## config.mk

```make
export PLATFORM = sky130hd
export DESIGN_NAME = sacq_top
export DESIGN_NICKNAME = d
export VERILOG_FILES = /design/src/sacq_pkg.sv /design/src/sacq_top.sv
export SDC_FILE = /design/constraint.sdc
export NUM_CORES = 1
export LEC_CHECK = 0
export BUFFER_PORTS_ARGS = -buffer_cell sky130_fd_sc_hd__buf_2
export CELL_PAD_IN_SITES_DETAIL_PLACEMENT = 2
export CELL_PAD_IN_SITES_GLOBAL_PLACEMENT = 2
export CORE_MARGIN = 2
export CORE_UTILIZATION = 38
export DETAILED_ROUTE_END_ITERATION = 16
export PLACE_DENSITY = 0.77
export SLEW_MARGIN = 25
export SYNTH_ARGS = -nofsm -noshare
export SYNTH_HDL_FRONTEND = slang
export SYNTH_SLANG_ARGS = --single-unit
```

## constraint.sdc

```tcl
create_clock -name clk_in -period 8 [get_ports clk_in]
set_input_delay 0.8 -clock clk_in [delete_from_list [all_inputs] [get_ports clk_in]]
set_output_delay 0.8 -clock clk_in [all_outputs]
set_load 0.02 [all_outputs]
```

## src/sacq_pkg.sv

```systemverilog
// constants and types for the segmented acquisition sequencer
// Summary of operation
// [RL1] sequence setting: off, on for a bounded number of segments, or wrap
// [RL2] host picks segment count; each pass fills exactly that many segments
// [RL3] maximum record length in samples limits each segment's stored samples
// [RL4] single mode: one segment per trigger until count reached, then halt
// [RL5] host may stop a partly filled sequence; device aborts it
// [RL6] normal mode: all segments filled, data handed on, restart at segment one
// [RL7] auto mode: trigger gap beyond time-out restarts at segment one
// [RL8] wrap: fill forever, overwriting oldest segment, until stopped
// [RL9] wrap stopped: present last n segments, oldest first, for display
// [RL10] wrap with auto: trigger gap beyond time-out stops acquisition
// [RL11] auto, normal and single trigger modes, each directly selectable
// [RL12] stop command cancels acquisition at any moment, in any state; code ignores stop in idle and halt
// [RL13] external sample clock disables time stamps, auto time-out, dead time; code has no dead time
// [RL14] time-out counter restarts per trigger, expires only without trigger
package sacq_pkg;
  localparam int SEG_W     = 10;
  localparam int LEN_W     = 16;
  localparam int TO_W      = 32;
  localparam int STAMP_W   = 32;
  localparam int ADDR_W    = 24;

  localparam logic [SEG_W-1:0]  SEG_ONE   = 10'h001;
  localparam logic [SEG_W-1:0]  SEG_ZERO  = 10'h000;
  localparam logic [LEN_W-1:0]  LEN_ONE   = 16'h0001;
  localparam logic [LEN_W-1:0]  LEN_ZERO  = 16'h0000;
  localparam logic [TO_W-1:0]   TO_ONE    = 32'h0000_0001;
  localparam logic [TO_W-1:0]   TO_ZERO   = 32'h0000_0000;
  localparam logic [STAMP_W-1:0] STAMP_ONE = 32'h0000_0001;

  // register offsets
  localparam logic [3:0] REG_CTRL    = 4'h0;
  localparam logic [3:0] REG_SEGS    = 4'h1;
  localparam logic [3:0] REG_MAXLEN  = 4'h2;
  localparam logic [3:0] REG_TIMEOUT = 4'h3;
  localparam logic [3:0] REG_STATUS  = 4'h4;
  localparam logic [3:0] REG_IRQ     = 4'h5;
  localparam logic [3:0] REG_MASK    = 4'h6;
  localparam logic [3:0] REG_CMD     = 4'h7;
  localparam logic [3:0] REG_STAMP   = 4'h8;

  // ctrl fields
  localparam int CTRL_SEQ_LSB  = 0;
  localparam int CTRL_TRIG_LSB = 2;
  localparam int CTRL_EXTCLK   = 4;
  // cmd fields
  localparam int CMD_ARM  = 0;
  localparam int CMD_STOP = 1;
  // irq fields
  localparam int IRQ_SEG   = 0;
  localparam int IRQ_DONE  = 1;
  localparam int IRQ_TOUT  = 2;
  localparam int IRQ_ABORT = 3;
  localparam int IRQ_W     = 4;

  localparam logic [15:0] CTRL_RESET   = 16'h0000;
  localparam logic [SEG_W-1:0] SEGS_RESET = 10'h001;
  localparam logic [LEN_W-1:0] LEN_RESET  = 16'h0100;
  localparam logic [TO_W-1:0]  TO_RESET   = 32'h0000_1000;

  typedef enum logic [1:0] {
    SACQ_SEQ_OFF  = 2'b00,
    SACQ_SEQ_ON   = 2'b01,
    SACQ_SEQ_WRAP = 2'b10
  } sacq_seq_t;

  typedef enum logic [1:0] {
    SACQ_TRIG_AUTO   = 2'b00,
    SACQ_TRIG_NORMAL = 2'b01,
    SACQ_TRIG_SINGLE = 2'b10
  } sacq_trig_t;

  typedef enum logic [2:0] {
    SACQ_IDLE    = 3'b000,
    SACQ_WAIT    = 3'b001,
    SACQ_FILL    = 3'b010,
    SACQ_PRESENT = 3'b011,
    SACQ_HALT    = 3'b100
  } sacq_state_t;
endpackage

```

## src/sacq_top.sv

```systemverilog
// segmented acquisition sequencer: trigger-driven fill of memory segments
`timescale 1ns/100ps
module sacq_top
(
  input  wire logic                          clk_in,
  input  wire logic                          rst_in,
  input  wire logic [3:0]                    addr_in,
  input  wire logic [31:0]                   wdata_in,
  input  wire logic                          wr_in,
  input  wire logic                          rd_in,
  output logic [31:0]                        rdata_out,
  input  wire logic                          trig_in,
  input  wire logic                          sample_valid_in,
  output logic                               mem_we_out,
  output logic [sacq_pkg::ADDR_W-1:0]        mem_addr_out,
  output logic                               show_valid_out,
  output logic [sacq_pkg::SEG_W-1:0]         show_seg_out,
  output logic                               acq_busy_out,
  output logic                               irq_out
);
  import sacq_pkg::*;

  typedef struct packed {
    logic [1:0]         seq;
    logic [1:0]         trig;
    logic               extclk;
    logic [SEG_W-1:0]   segs;
    logic [LEN_W-1:0]   maxlen;
    logic [TO_W-1:0]    tout;
    logic [IRQ_W-1:0]   irq;
    logic [IRQ_W-1:0]   mask;
    sacq_state_t        state;
    logic [SEG_W-1:0]   seg;
    logic [LEN_W-1:0]   cnt;
    logic [TO_W-1:0]    gap;
    logic               gap_run;
    logic               wrapped;
    logic [SEG_W-1:0]   shown;
    logic [STAMP_W-1:0] now;
    logic [STAMP_W-1:0] stamp;
    logic [31:0]        rdata;
    logic               mem_we;
    logic [ADDR_W-1:0]  mem_addr;
    logic               show_valid;
    logic [SEG_W-1:0]   show_seg;
    logic               busy;
    logic               irq_o;
  } sacq_regs_t;

  sacq_regs_t r;
  sacq_regs_t next_r;

  function automatic logic [SEG_W-1:0] seg_inc(input logic [SEG_W-1:0] s,
                                               input logic [SEG_W-1:0] n);
    seg_inc = (s + SEG_ONE >= n) ? SEG_ZERO : s + SEG_ONE;
  endfunction

  function automatic logic [ADDR_W-1:0] seg_addr(input logic [SEG_W-1:0] s,
                                                 input logic [LEN_W-1:0] len,
                                                 input logic [LEN_W-1:0] c);
    logic [ADDR_W-1:0] base;
    // widen before the product so a large segment base does not fold back
    base     = ADDR_W'(s) * ADDR_W'(len);
    seg_addr = base + ADDR_W'(c);
  endfunction

  // segments per pass; sequence off behaves as a single segment
  function automatic logic [SEG_W-1:0] pass_len(input logic [1:0]       seq,
                                                input logic [SEG_W-1:0] segs);
    pass_len = (seq == SACQ_SEQ_OFF) ? SEG_ONE : segs;
  endfunction

  // ring slot of the k-th shown segment; a spare bit keeps the sum from wrapping
  function automatic logic [SEG_W-1:0] ring_slot(input logic [SEG_W-1:0] start,
                                                 input logic [SEG_W-1:0] k,
                                                 input logic [SEG_W-1:0] n);
    logic [SEG_W:0] sum;
    sum       = {1'b0, start} + {1'b0, k};
    ring_slot = (sum >= {1'b0, n}) ? SEG_W'(sum - {1'b0, n}) : sum[SEG_W-1:0];
  endfunction

  // one bit of a write to the command register, used as a strobe
  function automatic logic cmd_bit(input logic        wr,
                                   input logic [3:0]  a,
                                   input logic [31:0] d,
                                   input int          b);
    cmd_bit = wr && a == REG_CMD && d[b];
  endfunction

  logic wr_cmd_stop;
  logic wr_cmd_arm;
  logic tout_hit;
  logic seq_on;
  logic wrap_mode;
  logic last_seg;

  always_comb
  begin
    wr_cmd_stop = cmd_bit(wr_in, addr_in, wdata_in, CMD_STOP);
    wr_cmd_arm  = cmd_bit(wr_in, addr_in, wdata_in, CMD_ARM);
    seq_on      = r.seq != SACQ_SEQ_OFF;
    wrap_mode   = r.seq == SACQ_SEQ_WRAP;
    // segment being filled is the last one of the pass
    last_seg    = r.seg + SEG_ONE >= r.segs || !seq_on;
    // no time-out on an external sample clock
    // a trigger in the expiry cycle wins, so the gap restarts instead
    tout_hit    = r.gap_run && !r.extclk && r.trig == SACQ_TRIG_AUTO && // RL13
                  r.gap >= r.tout && !trig_in; // RL14
  end

  always_comb
  begin
    next_r            = r;
    next_r.mem_we     = 1'b0;
    next_r.show_valid = 1'b0;
    next_r.rdata      = 32'h0000_0000;
    next_r.now        = r.now + STAMP_ONE;

    // register writes
    if (wr_in)
    begin
      unique case (addr_in)
        REG_CTRL:
        begin
          next_r.seq    = wdata_in[CTRL_SEQ_LSB +: 2]; // RL1
          next_r.trig   = wdata_in[CTRL_TRIG_LSB +: 2]; // RL11
          next_r.extclk = wdata_in[CTRL_EXTCLK];
        end
        REG_SEGS:
        begin
          // a count of zero would end every pass after one segment; floor it at one
          if (wdata_in[SEG_W-1:0] == SEG_ZERO)
            next_r.segs = SEG_ONE;
          else
            next_r.segs = wdata_in[SEG_W-1:0]; // RL2
        end
        REG_MAXLEN:
        begin
          if (wdata_in[LEN_W-1:0] == LEN_ZERO)
            next_r.maxlen = LEN_ONE;
          else
            next_r.maxlen = wdata_in[LEN_W-1:0]; // RL3
        end
        REG_TIMEOUT:
        begin
          // counted in clock cycles from the last accepted trigger
          next_r.tout = wdata_in;
        end
        REG_IRQ:
        begin
          // write one to clear; an event in the same cycle sets it again below
          next_r.irq = r.irq & ~wdata_in[IRQ_W-1:0];
        end
        REG_MASK:
        begin
          next_r.mask = wdata_in[IRQ_W-1:0];
        end
        // status, stamp and command hold nothing writable
        default:     ;
      endcase
    end
    if (rd_in)
    begin
      unique case (addr_in)
        REG_CTRL:    next_r.rdata = {27'h000_0000, r.extclk, r.trig, r.seq};
        REG_SEGS:    next_r.rdata = {22'h00_0000, r.segs};
        REG_MAXLEN:  next_r.rdata = {16'h0000, r.maxlen};
        REG_TIMEOUT: next_r.rdata = r.tout;
        // wrapped flag, state and current segment
        REG_STATUS:  next_r.rdata = {16'h0000, r.wrapped, 2'b00, r.state, r.seg};
        REG_IRQ:     next_r.rdata = {28'h000_0000, r.irq};
        REG_MASK:    next_r.rdata = {28'h000_0000, r.mask};
        REG_STAMP:   next_r.rdata = r.extclk ? 32'h0000_0000 : r.stamp; // RL13
        default:     next_r.rdata = 32'h0000_0000;
      endcase
    end

    // gap counter runs only between triggers
    // and saturates, so a long silence still reads as expired
    if (r.gap_run && r.gap != {TO_W{1'b1}})
      next_r.gap = r.gap + TO_ONE;

    unique case (r.state)
      // arming starts a fresh pass with the gap counter idle
      SACQ_IDLE, SACQ_HALT:
        if (wr_cmd_arm)
        begin
          next_r.state   = SACQ_WAIT;
          next_r.seg     = SEG_ZERO;
          next_r.wrapped = 1'b0;
          next_r.gap_run = 1'b0;
        end
      SACQ_WAIT:
        if (tout_hit)
        begin
          next_r.gap_run = 1'b0;
          next_r.irq[IRQ_TOUT] = 1'b1;
          if (r.seq == SACQ_SEQ_WRAP)
          begin
            next_r.state = SACQ_PRESENT; // RL10
            next_r.shown = SEG_ZERO;
          end
          else
            next_r.seg = SEG_ZERO; // RL7
        end
        else if (trig_in)
        begin
          next_r.state   = SACQ_FILL;
          next_r.cnt     = LEN_ZERO;
          next_r.gap     = TO_ZERO; // RL14
          next_r.gap_run = 1'b1;
          next_r.stamp   = r.now;
        end
      SACQ_FILL:
        if (sample_valid_in)
        begin
          next_r.mem_we   = 1'b1;
          next_r.mem_addr = seg_addr(r.seg, r.maxlen, r.cnt);
          next_r.cnt      = r.cnt + LEN_ONE;
          // last sample of this segment
          if (r.cnt + LEN_ONE >= r.maxlen) // RL3
          begin
            next_r.irq[IRQ_SEG] = 1'b1;
            next_r.seg = seg_inc(r.seg, pass_len(r.seq, r.segs)); // RL2
            next_r.state = SACQ_WAIT;
            if (wrap_mode)
            begin
              // oldest segment overwritten next
              if (last_seg) // RL8
                next_r.wrapped = 1'b1;
            end
            else if (last_seg)
            begin
              next_r.irq[IRQ_DONE] = 1'b1;
              next_r.shown = SEG_ZERO;
              if (r.trig == SACQ_TRIG_SINGLE)
                next_r.state = SACQ_HALT; // RL4
              else
                next_r.state = SACQ_PRESENT; // RL6
            end
          end
        end
      SACQ_PRESENT:
      begin
        // walks segments oldest first; start is the write slot once wrapped
        next_r.show_valid = 1'b1;
        next_r.show_seg   = (wrap_mode && r.wrapped) ?
                            ring_slot(r.seg, r.shown, r.segs) : r.shown; // RL9
        next_r.shown      = r.shown + SEG_ONE;
        if (r.shown + SEG_ONE >= ((wrap_mode && !r.wrapped) ? r.seg
                                  : pass_len(r.seq, r.segs)))
        begin
          if (wrap_mode || r.trig == SACQ_TRIG_SINGLE)
            next_r.state = SACQ_HALT;
          else
          begin
            next_r.state   = SACQ_WAIT; // RL6
            next_r.seg     = SEG_ZERO;
            next_r.gap_run = 1'b0;
          end
        end
      end
      default: next_r.state = SACQ_IDLE;
    endcase

    // stop overrides the next state, write strobe and gap counter, but only outside idle and halt
    if (wr_cmd_stop && r.state != SACQ_IDLE && r.state != SACQ_HALT) // RL12
    begin
      next_r.mem_we  = 1'b0;
      next_r.gap_run = 1'b0;
      if (r.seq == SACQ_SEQ_WRAP && (r.wrapped || r.seg != SEG_ZERO))
      begin
        next_r.state = SACQ_PRESENT; // RL8
        next_r.shown = SEG_ZERO;
      end
      else
      begin
        next_r.state = SACQ_HALT; // RL5
        next_r.irq[IRQ_ABORT] = 1'b1;
      end
    end

    // taken from the state being entered so busy lines up with it
    next_r.busy  = next_r.state == SACQ_WAIT || next_r.state == SACQ_FILL;
    // level interrupt: sticky status under the mask
    next_r.irq_o = |(next_r.irq & next_r.mask);
  end

  always_ff @(posedge clk_in)
  begin
    if (rst_in)
    begin
      // clear all, then load the power-up settings
      r        <= '0;
      r.seq    <= CTRL_RESET[1:0];
      r.trig   <= CTRL_RESET[3:2];
      r.segs   <= SEGS_RESET;
      r.maxlen <= LEN_RESET;
      r.tout   <= TO_RESET;
      r.state  <= SACQ_IDLE;
    end
    else
      r <= next_r;
  end

  assign rdata_out      = r.rdata;
  assign mem_we_out     = r.mem_we;
  assign mem_addr_out   = r.mem_addr;
  assign show_valid_out = r.show_valid;
  assign show_seg_out   = r.show_seg;
  assign acq_busy_out   = r.busy;
  assign irq_out        = r.irq_o;
endmodule // sacq_top

```

# After elaboration in Yosys (flattened, before gate mapping)
# Cells that the tools add are included.
# totals
regBits	278
out_inout_bits	70
# op_classes
add_sub_neg	8
n_mul	1
magnitude_cmp	6
eq_ne	30
mux	63
bitwise	6
reduce_logical	49
# op_table
cell	count
$pmux W32 S8	1
$mux W10	15
$mux W32	3
$add A32 B1 Y32 const B	2
$mux W49	1
$mux W48	1
$pmux W10 S4	1
$mux W13	3
$mux W11	3
$ge A32 B32 Y1	1
$ne A32 B32 Y1 const B	1
$pmux W16 S2	1
$ge A10 B10 Y1	3
$pmux W10 S3	1
$mux W29	1
$mux W3	9
$mux W25	1
$add A24 B16 Y24	1
$mul A10 B16 Y24	1
$ne A2 B2 Y1 const B	11
$add A10 B1 Y10 const B	2
$add A16 B1 Y16 const B	1
$eq A4 B3 Y1 const B	4
$ge A16 B16 Y1	1
other kinds (43)	94

# Logic depth before layout (Yosys ltp)
# Gate-level depths: netlist of run 1.
# logic_depth
word_depth	11
depth_mapped	22
depth_no_buf	20

# Least setup slack after synthesis of run 1
# Ideal clock, no wire load.
# synth_path
kind	flip-flop to flip-flop
start	reg r[196] (netlist bit)
end	reg r (netlist bit mem_addr_out[23])
setup_time_ns	0.132
arrival_ns	5.498
required_ns	7.868
slack_ns	2.370
path_stages_with_launch	22
n_path_buf	2
period_less_slack_ns	5.630
cell_sequence	dfxtp_1 -> clkbuf_1 -> clkbuf_1 -> nand2_1 -> fa_1 -> inv_1 -> fa_1 -> inv_1 -> fa_1 -> inv_1 -> fa_1 -> inv_1 -> fa_1 -> inv_1 -> ha_1 -> a2111o_1 -> o21ai_0 -> o211ai_1 -> a41oi_1 -> o21bai_1 -> xnor2_1 -> a21oi_1
# synth_via
elab_chain_cells	2
# synth_lines
item	line	text
start: declaration	sacq_top.sv:50	sacq_regs_t r;
start signal: assignment	sacq_top.sv:303	r <= next_r;
$mul A10 B16 Y24	sacq_top.sv:63	base = ADDR_W'(s) * ADDR_W'(len);
$add A24 B16 Y24	sacq_top.sv:64	seg_addr = base + ADDR_W'(c);
# Every way passes these cells.
# A chain may end at the register's enable or synchronous reset.

# Final worst setup path of run 1
# layout_path
start	reg r[200] (netlist bit)
end	reg r (netlist bit mem_addr_out[13])
# The elaborated chain is that of the path after synthesis.

==> results of run 1 <==
==> final cells by class <==
cell class | instances | area (um^2)
Tap cell | 688 | 860.8
Sequential cell | 278 | 5565
Clock inverter | 11 | 190.2
Clock buffer | 48 | 1016
Fill cell | 5947 | 30600
Timing Repair Buffer | 132 | 719.4
Inverter | 247 | 927.1
Multi-Input combinational cell | 1823 | 12980
==> sequential cells by signal, summed over array words and instances, names as in the netlist <==
| signal | cells |
|---|---|
| acq_busy_out | 1 |
| irq_out | 1 |
| mem_addr_out | 24 |
| mem_we_out | 1 |
| r | 208 |
| rdata_out | 32 |
| show_seg_out | 10 |
| show_valid_out | 1 |
==> cells by family (layout without fill, tap and decap cells) <==
logic type / count (synthesis) / count (layout) / share of synthesized area (%)
simple gates: 923 / 923 / 20.63
compound gates: 476 / 476 / 14.62
buf+inv: 431 / 438 / 9.152
fa+ha+maj: 286 / 286 / 22.22
flops: 278 / 278 / 27.29
xor+xnor: 113 / 113 / 4.852
mux: 25 / 25 / 1.245
==> placed cells by master (no fill, tap or decap), types with 11 or more instances in the layout <==
cell type,count
nand2_1,381
dfxtp_1,278
inv_1,247
nor2_1,236
a21oi_1,195
ha_1,159
fa_1,127
buf_2,110
and2_1,69
o21ai_0,67
xnor2_1,62
nand3_1,59
xor2_1,51
a22oi_1,41
clkbuf_16,36
nor3_1,35
a21o_1,27
and3_1,24
mux2i_1,22
buf_4,21
nand2b_1,18
or3_1,18
a31oi_1,17
nand4_1,17
a211oi_1,14
o211ai_1,13
o21a_1,13
nor2b_1,11
==> worst min-delay path, delay by kind of cell, from the launching register on <==
kind | cells | cell delay, ns
and+or+nand+nor | 1 | 0.05
DFF | 1 | 0.30
AOI/OAI and AO/OA | 1 | 0.05
==> synthesized netlist by cell type, types with 18 or more instances <==
| cell type | number | share of area (%) |
|---|---|---|
| nand2_1 | 384 | 7.1 |
| dfxtp_1 | 278 | 27 |
| inv_1 | 247 | 4.5 |
| nor2_1 | 236 | 4.3 |
| a21oi_1 | 195 | 4.8 |
| ha_1 | 159 | 9.8 |
| fa_1 | 127 | 12 |
| clkbuf_1 | 108 | 2.0 |
| and2_1 | 69 | 2.1 |
| o21ai_0 | 67 | 1.6 |
| buf_4 | 66 | 2.4 |
| xnor2_1 | 62 | 2.7 |
| nand3_1 | 59 | 1.4 |
| xor2_1 | 51 | 2.2 |
| a22oi_1 | 41 | 1.5 |
| nor3_1 | 37 | 0.91 |
| a21o_1 | 27 | 0.99 |
| and3_1 | 24 | 0.74 |
| mux2i_1 | 22 | 1.1 |
| nand2b_1 | 18 | 0.55 |
| or3_1 | 18 | 0.55 |
==> power breakdown <==
group          leakage [nW]  internal, mW  switching (mW)  total [mW]
combinational          6.87        0.0366           0.104       0.141
clock                 0.589          1.02           0.676        1.70
sequential             2.24          1.39          0.0148        1.41
total                  9.70          2.45           0.796        3.25
==> path summary, 6_finish.rpt <==
path | startpoint | to | slack [ns] | cells past startpoint
max | r[200]$_SDFFE_PP0P_ | mem_addr_out[13]$_SDFFE_PP0P_ | 1.76 | 19
max reg2reg | r[200]$_SDFFE_PP0P_ | mem_addr_out[13]$_SDFFE_PP0P_ | 1.76 | 19
min | mem_addr_out[9]$_SDFFE_PP0P_ | mem_addr_out[9]$_SDFFE_PP0P_ | 0.45 | 2
min reg2reg | mem_addr_out[9]$_SDFFE_PP0P_ | mem_addr_out[9]$_SDFFE_PP0P_ | 0.45 | 2
==> metal layers <==
metal | vias up | GRT usage (%) | part of all wire, %
met5 | - | 0 | 0
met4 | 0 | 8.801 | 3.2
met3 | 112 | 3.096 | 3.5
met2 | 323 | 47.04 | 50
met1 | 9049 | 32.46 | 43
li1 | 8338 | - | -
==> through the flow <==
stage	hold WS, ns	setup WS, ns	util [%]
after CTS	0.4593	1.703	42.11
after floorplan	0.4258	2.370	-
after global placement	0.4368	1.863	39.82
after detailed placement	0.4453	1.731	39.83
final	0.4529	1.764	42.11
after global routing	0.4810	1.315	42.11
==> impl_metrics.csv, run 1 <==
group,metric,value,unit
run_status,outcome,"finished, final reports clean",
clocking,cts.sinks,278,
detailed_routing,ant_nets,0,
clocking,htree_levels,2,
worst_hold_path,hold_class,"reg2reg",
floorplanning,die_h,235.7,um
timing,rsz0062_at_grt,"no",
critical_path,worst_setup_path_end_kind,"flip-flop",
timing,max_freq,160.4,MHz
placement,placed_cells,3168,
critical_path,worstPathArrival,6.72,ns
critical_path,crit_path_start_kind,"flip-flop",
critical_path,crit_required,8.48,ns
timing,setup_tns,0,ns
global_routing,grt_max_degree,74,
detailed_routing,first_pass_iters,5,
floorplanning,start_util,38.58,%
floorplanning,die_area,0.05555,mm^2
clocking,cts_buffer_depth,3,
timing,slew_headroom,35.64,%
timing,setup_viol,0,
floorplanning,ios,112,
detailed_routing,drcViolationCount,0,
clocking,cts_made_buffers,36,
detailed_routing,drt_wl_total,71.83,mm
synth,syn_area,0.02040,mm^2
clocking,root_buffer,"clkbuf_16",
floorplanning,die_w,235.7,um
detailed_routing,vias_per_cell,5.523,
clocking,cts_tree,"built",
synth,yosys_warnings,0,
placement,placed_cell_area,0.02106,mm^2
cells_and_area,final_cells,3227,
placement,port_buffers,111,
timing,fin_skew,0.02212,ns
cells_and_area,num-nets-final,2846,
clocking,cts.reportedPaths.clkPinSlew,0.05,ns
detailed_routing,wl_per_cell,22.26,um
placement,place_hpwl,55.13,mm
clocking,post_cts_buffers,0,
timing,maxSlewViolCount,0,
job,drv_cap,0,
synth,avgSynthCellArea,8.056,um^2
synth,synth_nets,2860,
clocking,ctsHoldBuffers,0,
critical_path,cpLargestDelayFamily,"adder cells",
timing,min_period,6.236,ns
timing,max_slew.worst_pin.slew,0.9641,ns
synth,synth-async-reset-ratio,0,%
clocking,insertion_delay,0.57,ns
cells_and_area,syn2layout_area_growth,9.140,%
critical_path,crit_chain,"nand2_1, fa_1, inv_1, ha_1, inv_1, fa_1, inv_1, fa_1, inv_1, fa_1, inv_1, ha_1, a2111o_1, o21ai_0, a21oi_1, a31oi_1, xnor2_1, nand2_1, a21oi_1",
critical_path,critPathMaxFanout,25,
global_routing,overflow,0,
critical_path,crit_type,"reg2reg",
synth,ys_types,71,
global_routing,antenna_found_initial,0,
synth,synthCells,2532,
timing,hold_viol,0,
critical_path,critPathMaxStageDelay,0.95,ns
pwr,ir_drop,0.1218,mV
pwr,finalPower,3.246,mW
detailed_routing,vias,17820,
synth,seq_area_frac_synth,27.28,%
synth,synth_ff_type,"dfxtp_1",
cells_and_area,drive_gt1_share,8.310,%
floorplanning,num_rows,84,
synth,ys_ff_latch,278,
clocking,ctsResizeCount,0,
cells_and_area,antenna_cells,0,
critical_path,critPathMostFrequentCell,"inv_1",
timing,fin_crit_sh,77.95,%
global_routing,grt_pass1_wl,115.5,mm
placement,gp_congestion,0.8686,
critical_path,crit_buf_inv,5,
global_routing,grt.total_usage,26.21,%
detailed_routing,initialDrtViolationCount,827,
synth,synth_enable_flop_cells,0,
pwr,p_leak,9.696,nW
global_routing,first_global_vias,20010,
pwr,p_per_area,145.8,mW/mm^2
cells_and_area,stdcell_area,0.02226,mm^2
floorplanning,design.core.area,0.05287,mm^2
critical_path,slowest_stage,"dfxtp_1",
(Power assumes the default switching activity.)
==> inputs of run 2 (changes only) <==
ABC_AREA = 1   (was not set)
CORE_UTILIZATION = 33   (was 38)
PLACE_DENSITY = 0.74   (was 0.77)
clock period = 5.05 ns   (was 8 ns; I/O delays follow)
==> run 2 against run 1 <==
The flow now finishes with violations (setup timing); cell area grew 13%; utilization fell by 2.1 points; power increased by 67%; flip-flop and latch count unchanged; count of clock-buffer cells in the layout decreased by 4; routed wire length increased by 33%; non-clock buffer count grew 146; combinational power grew 83%; synthesized cell count up 16%; critical path type unchanged; largest cell class unchanged.
==> impl_metrics.csv, run 2 <==
group,metric,value,unit
cells_and_area,nFillCells,7452,
placement,placed_cells,3844,
detailed_routing,met3_length,3.526,mm
detailed_routing,first_pass_iters,5,
synth,synthCells,2932,
detailed_routing,drcViolationCount,0,
critical_path,critPathMaxFanout,5,
floorplanning,die_area,0.06581,mm^2
global_routing,grt.total_usage,26.05,%
critical_path,crit_path_start_kind,"flip-flop",
synth,ys_ff_latch,278,
timing,setup_tns,-4.714,ns
critical_path,r2r_start,"r[200]$_SDFFE_PP0P_",
critical_path,reg2reg_depth,23,
clocking,cts_buffer_depth,3,
run_status,outcome,"finished with violations",
synth,synth_nets,3260,
detailed_routing,initialDrtViolationCount,1082,
clocking,htree_levels,2,
clocking,insertion_delay,0.59,ns
detailed_routing,highest_layer,"met5",
cells_and_area,drive_gt1_share,17.82,%
detailed_routing,drt_wl_total,95.34,mm
synth,syn_area,0.02104,mm^2
critical_path,crit_type,"reg2reg",
cells_and_area,stdcell_area,0.02521,mm^2
placement,port_buffers,111,
placement,dp_worst_setup_slack,-0.4976,ns
synth,ys_types,54,
cells_and_area,layout_commonest_cell,"nand2_1",
synth,synth_enable_flop_cells,0,
critical_path,r2r-end,"mem_addr_out[22]$_SDFFE_PP0P_",
placement,gp_congestion,0.8823,
global_routing,antenna_found_initial,2,
cells_and_area,regMostFlops,"r",
timing,slew_headroom,26.89,%
pwr,ir_drop,0.2185,mV
clocking,cts.sinks,278,
cells_and_area,syn2layout_area_growth,19.78,%
synth,synth-async-reset-ratio,0,%
synth,synth_top_cell_by_area,"dfxtp_1",
floorplanning,ios,112,
detailed_routing,ant_nets,0,
global_routing,grt_pass1_wl,134.8,mm
synth,synthTopCellsByArea,"dfxtp_1 (26%), fa_1 (12%), nand2_1 (11%), inv_1 (9.5%), ha_1 (9.5%)",
critical_path,r2r_setup_slack,-0.51,ns
synth,synth_most_common_cell,"nand2_1",
critical_path,worst_setup_path_end_kind,"flip-flop",
global_routing,first_global_vias,23080,
detailed_routing,routed-wl-met2,48.59,mm
timing,maxSlewViolCount,0,
timing,fin_skew,0.03086,ns
detailed_routing,wl_per_cell,24.14,um
timing,setup_viol,14,
detailed_routing,vias_per_cell,5.298,
timing,max_slew.worst_pin.slew,1.097,ns
cells_and_area,final_cells,3949,
timing,max_freq,179.8,MHz
floorplanning,design.core.area,0.06308,mm^2
placement,place_hpwl,64.48,mm
clocking,ctsHoldBuffers,0,
critical_path,crit_required,5.56,ns
clocking,cts_tree,"built",
floorplanning,die_h,256.5,um
clocking,cts.reportedPaths.clkPinSlew,0.07,ns
worst_hold_path,whs_path_depth,2,
global_routing,overflow,0,
global_routing,grt_max_degree,85,
timing,min_period,5.560,ns
floorplanning,die_w,256.5,um
timing,fin_crit_sh,110.1,%
synth,avgSynthCellArea,7.177,um^2
synth,seq_area_frac_synth,26.45,%
timing,rsz0062_at_grt,"yes",
timing,fin_ws,-0.5103,ns
cells_and_area,largest_register_ffs,208,
pwr,p_leak,12.28,nW
run_status,violations,"setup timing",
synth,synth_ff_type,"dfxtp_1",
pwr,p_per_area,214.5,mW/mm^2
timing,hold_viol,0,
synth,synth.top_cell.area_share,26.45,%
cells_and_area,final_cell_mix,"nand2_1 (564), inv_1 (502), a21oi_1 (263)",
synth,synth_common_cells,"nand2_1 (602), inv_1 (533), dfxtp_1 (278)",
cells_and_area,multi_input_area,0.01309,mm^2
detailed_routing,vias,20920,
floorplanning,start_util,33.36,%
job,drv_cap,0,
floorplanning,num_rows,92,
cells_and_area,antenna_cells,0,
placement,placed_cell_area,0.02278,mm^2
clocking,cts_made_buffers,37,
worst_hold_path,min-delay-start,"trig_in",
synth,yosys_warnings,0,
detailed_routing,met1Wirelength,38.89,mm
critical_path,worstPathArrival,6.07,ns
clocking,root_buffer,"clkbuf_16",
worst_hold_path,hold_end,"r[176]$_SDFF_PP0_",
cells_and_area,num-nets-final,3405,
worst_hold_path,hold_class,"in2reg",
cells_and_area,seq_area,0.005634,mm^2
-- run 2: cell count changes after synthesis, sizes merged, moves of 44 or more --
| cell | delta |
|---|---|
| inv | +308 |
| nand2 | +222 |
| o21ai | +124 |
| a21oi | +80 |
| and2 | -71 |
| xnor2 | -44 |
-- run 2: worst max-delay path by stage --
stage | start | to | slack [ns]
3_5_place_dp | r[202]$_SDFFE_PP0P_ | mem_addr_out[23]$_SDFFE_PP0P_ | -0.50
3_3_place_gp | r[199]$_SDFFE_PP0P_ | mem_addr_out[23]$_SDFFE_PP0P_ | -0.33
4_1_cts | r[200]$_SDFFE_PP0P_ | mem_addr_out[20]$_SDFFE_PP0P_ | 0.0002
6_report | r[200]$_SDFFE_PP0P_ | mem_addr_out[22]$_SDFFE_PP0P_ | -0.51
2_1_floorplan | r[195]$_SDFFE_PP0P_ | mem_addr_out[17]$_SDFFE_PP0P_ | -0.01
5_1_grt | r[200]$_SDFFE_PP0P_ | mem_addr_out[22]$_SDFFE_PP0P_ | -0.67
-- run 2: area by class of cell --
cell class / instances / area share [%]
inverter: 556 / 8.294
timing repair buffer: 278 / 8.066
multi-input combinational: 1926 / 51.92
clock inverter: 21 / 1.231
sequential: 278 / 22.35
clock buffer: 44 / 3.936
tap: 846 / 4.199
-- run 2: worst max-delay path, stage by stage (launching register included) --
cell      delay (ns)
dfxtp_4         0.40
buf_6           0.17
nand2_1         0.16
fa_1            0.62
inv_1           0.12
fa_2            0.61
fa_1            0.48
fa_1            0.52
inv_1           0.06
fa_1            0.59
inv_2           0.07
ha_4            0.28
nand2_4         0.06
nor2_4          0.13
nand2_2         0.07
o211ai_1        0.18
nand2_1         0.21
nand3_2         0.16
nand2_2         0.09
nand2_2         0.09
a21oi_2         0.06
o21ai_1         0.14
o211ai_1        0.11
inv_1           0.10
-- run 2: logic make-up (layout without fill, tap and decap cells) --
family / count (synthesis) / after routing / synth area share, %
fa+ha+maj: 286 / 286 / 21.54
xor+xnor: 65 / 65 / 2.705
simple gates: 983 / 983 / 19.48
compound gates: 592 / 592 / 15.46
flops: 278 / 278 / 26.45
buf+inv: 728 / 899 / 14.36
-- run 2: report_power, final --
part	leakage [nW]	switching, mW	internal [mW]
Combinational	9.39	0.189	0.0686
Sequential	2.26	0.0163	2.20
Clock	0.634	1.21	1.72
-- run 2: through the flow --
stage	hold WS, ns	power (mW)	utilization, %
finish	0.1857	5.407	39.96
global placement	0.4467	2.509	36.12
detailed placement	0.4638	2.521	36.12
floorplan	0.4245	2.404	-
global route	0.1968	5.559	39.96
CTS	0.1754	5.424	39.07
-- run 2: routing by layer --
| metal | global-route usage (%) | up-vias |
|---|---|---|
| met1 | 31.75 | 10680 |
| li1 | - | 9516 |
| met5 | 0 | - |
| met4 | 7.203 | 4 |
| met2 | 48.03 | 500 |
| met3 | 3.015 | 223 |
-- run 2: repair_timing --
action	4_1_cts	5_1_grt
pin swaps	49	83
gates resized for setup	101	128
cloned	1	0
setup buffers	19	22
setup endpoints to repair	14	14
==> inputs of run 3 (changes only) <==
CORE_UTILIZATION = 29   (was 33)
PLACE_DENSITY = 0.66   (was 0.74)
==> run 3 against run 2 <==
Power fell by 1.8%; fmax up 8.5%; highest routed layer unchanged; the run still ends with setup timing left; flip-flop and latch count did not move; die area rose by 14%; cell count grew 2.9%.
==> impl_metrics.csv, run 3 (same netlist as run 2, synthesis figures left out) <==
group,metric,value,unit
global_routing,grt.total_usage,22.53,%
detailed_routing,drcViolationCount,0,
critical_path,r2r_setup_slack,-0.08,ns
pwr,finalPower,5.307,mW
clocking,cts_tree,"built",
clocking,htree_levels,2,
timing,min_period,5.126,ns
floorplanning,die_h,273.4,um
cells_and_area,final_cells,4062,
pwr,p_per_area,210.6,mW/mm^2
cells_and_area,multi_input_area,0.01302,mm^2
cells_and_area,drive_gt1_share,17.33,%
critical_path,critPathMostFrequentCell,"fa_1",
clocking,insertion_delay,0.58,ns
global_routing,antenna_found_initial,2,
critical_path,critPathMaxFanout,7,
cells_and_area,syn2layout_area_growth,19.73,%
critical_path,critPathMaxStageDelay,0.55,ns
floorplanning,design.core.area,0.07161,mm^2
critical_path,crit_path_start_kind,"flip-flop",
cells_and_area,seq_area,0.005629,mm^2
global_routing,first_global_vias,22480,
detailed_routing,initialDrtViolationCount,685,
floorplanning,num_rows,98,
critical_path,cpLargestDelayFamily,"adder cells",
global_routing,grt_pass1_wl,130.9,mm
job,drv_cap,0,
timing,rsz0062_at_grt,"yes",
cells_and_area,nFillCells,8417,
timing,fin_ws,-0.07587,ns
critical_path,slowest_stage,"fa_1",
timing,max_slew.worst_pin.slew,0.8552,ns
critical_path,worst_setup_path_end_kind,"flip-flop",
placement,placed_cells,3954,
clocking,root_buffer,"clkbuf_16",
detailed_routing,vias_per_cell,4.929,
placement,gp_congestion,0.8622,
critical_path,crit_buf_inv,6,
clocking,cts_buffer_depth,3,
clocking,cts.sinks,278,
run_status,outcome,"finished with violations",
floorplanning,die_area,0.07474,mm^2
global_routing,grt_max_degree,54,
timing,max_freq,195.1,MHz
cells_and_area,largest_register_ffs,208,
floorplanning,die_w,273.4,um
detailed_routing,first_pass_iters,5,
placement,place_hpwl,66.77,mm
cells_and_area,layout_commonest_cell,"nand2_1",
cells_and_area,regMostFlops,"r",
detailed_routing,vias,20020,
global_routing,overflow,0,
clocking,cts.reportedPaths.clkPinSlew,0.06,ns
critical_path,crit_required,5.56,ns
critical_path,crit_chain,"buf_4, nand2_1, inv_1, fa_1, fa_1, fa_1, fa_1, inv_1, fa_1, inv_1, ha_4, nand2_2, nor2_2, inv_2, nor3_4, nand4_1, nand3_2, nand2_2, nand2_2, a21oi_2, o21ai_1, o211ai_1, inv_1",
pwr,ir_drop,0.2325,mV
timing,setup_viol,1,
timing,fin_crit_sh,101.5,%
timing,hold_viol,0,
detailed_routing,drt_wl_total,85.31,mm
floorplanning,start_util,29.39,%
floorplanning,ios,112,
timing,maxSlewViolCount,0,
detailed_routing,ant_nets,0,
worst_hold_path,hold_class,"in2reg",
timing,fin_skew,0.01716,ns
cells_and_area,num-nets-final,3412,
cells_and_area,final_cell_mix,"nand2_1 (573), inv_1 (507), a21oi_1 (264)",
run_status,violations,"setup timing",
clocking,cts_made_buffers,38,
placement,port_buffers,111,
cells_and_area,final_util,35.18,%
critical_path,crit_type,"reg2reg",
critical_path,worstPathArrival,5.64,ns
detailed_routing,wl_per_cell,21.00,um
clocking,ctsHoldBuffers,0,
pwr,p_leak,12.18,nW
timing,slew_headroom,42.91,%
-- run 3: cell type report --
type	instances	share of cell area (%)
Multi-Input combinational cell	1926	51.69
Sequential cell	278	22.34
Inverter	556	8.298
Timing Repair Buffer	284	7.901
Tap cell	950	4.718
Clock buffer	54	4.251
Clock inverter	13	0.7946
Antenna cell	1	0.009932
-- run 3: report_power, final --
part / switching [mW] / total [mW] / internal [mW]
Combinational: 0.185 / 0.255 / 0.0695
Sequential: 0.0153 / 2.22 / 2.20
Clock: 1.15 / 2.83 / 1.69
Total: 1.35 / 5.31 / 3.96
-- run 3: path summary, 6_finish.rpt --
check | startpoint | endpoint | cells after the start
worst min register to register | r[102]$_SDFF_PP0_ | r[102]$_SDFF_PP0_ | 1
worst max-delay path | r[202]$_SDFFE_PP0P_ | mem_addr_out[22]$_SDFFE_PP0P_ | 23
worst min-delay path | wdata_in[30] | r[245]$_SDFFE_PP0P_ | 3
worst max register to register | r[202]$_SDFFE_PP0P_ | mem_addr_out[22]$_SDFFE_PP0P_ | 23
-- run 3: repair_timing --
| item | CTS | global route |
|---|---|---|
| buffers inserted | 12 | 29 |
| gates resized for setup | 97 | 100 |
| setup endpoints to repair | 13 | 14 |
| pin swaps | 35 | 86 |
-- run 3: metal layers --
metal | track usage, % | wire (um) | vias to the layer above
met5 | 0 | 9 | -
met4 | 7.291 | 2210 | 2
met3 | 2.684 | 2326 | 104
met2 | 39.91 | 42900 | 236
met1 | 28.32 | 37860 | 10150
li1 | - | - | 9536
-- run 3: through the flow --
stage | hold slack [ns] | cell area (um^2) | setup TNS (ns) | setup WS (ns)
after CTS | 0.1658 | 24640 | 0 | 0.007658
after floorplan | 0.4245 | 21090 | -0.01196 | -0.01196
after global placement | 0.4468 | 22910 | -1.634 | -0.3785
after detailed placement | 0.4591 | 22910 | -3.572 | -0.4433
final | 0.2122 | 25200 | -0.07587 | -0.07587
after global routing | 0.1919 | 25190 | -1.588 | -0.2848
-- run 3: tightest hold or removal path, cell delays in order --
cell,delay [ns]
buf_2,0.07
o21ai_0,0.07
a21oi_1,0.11
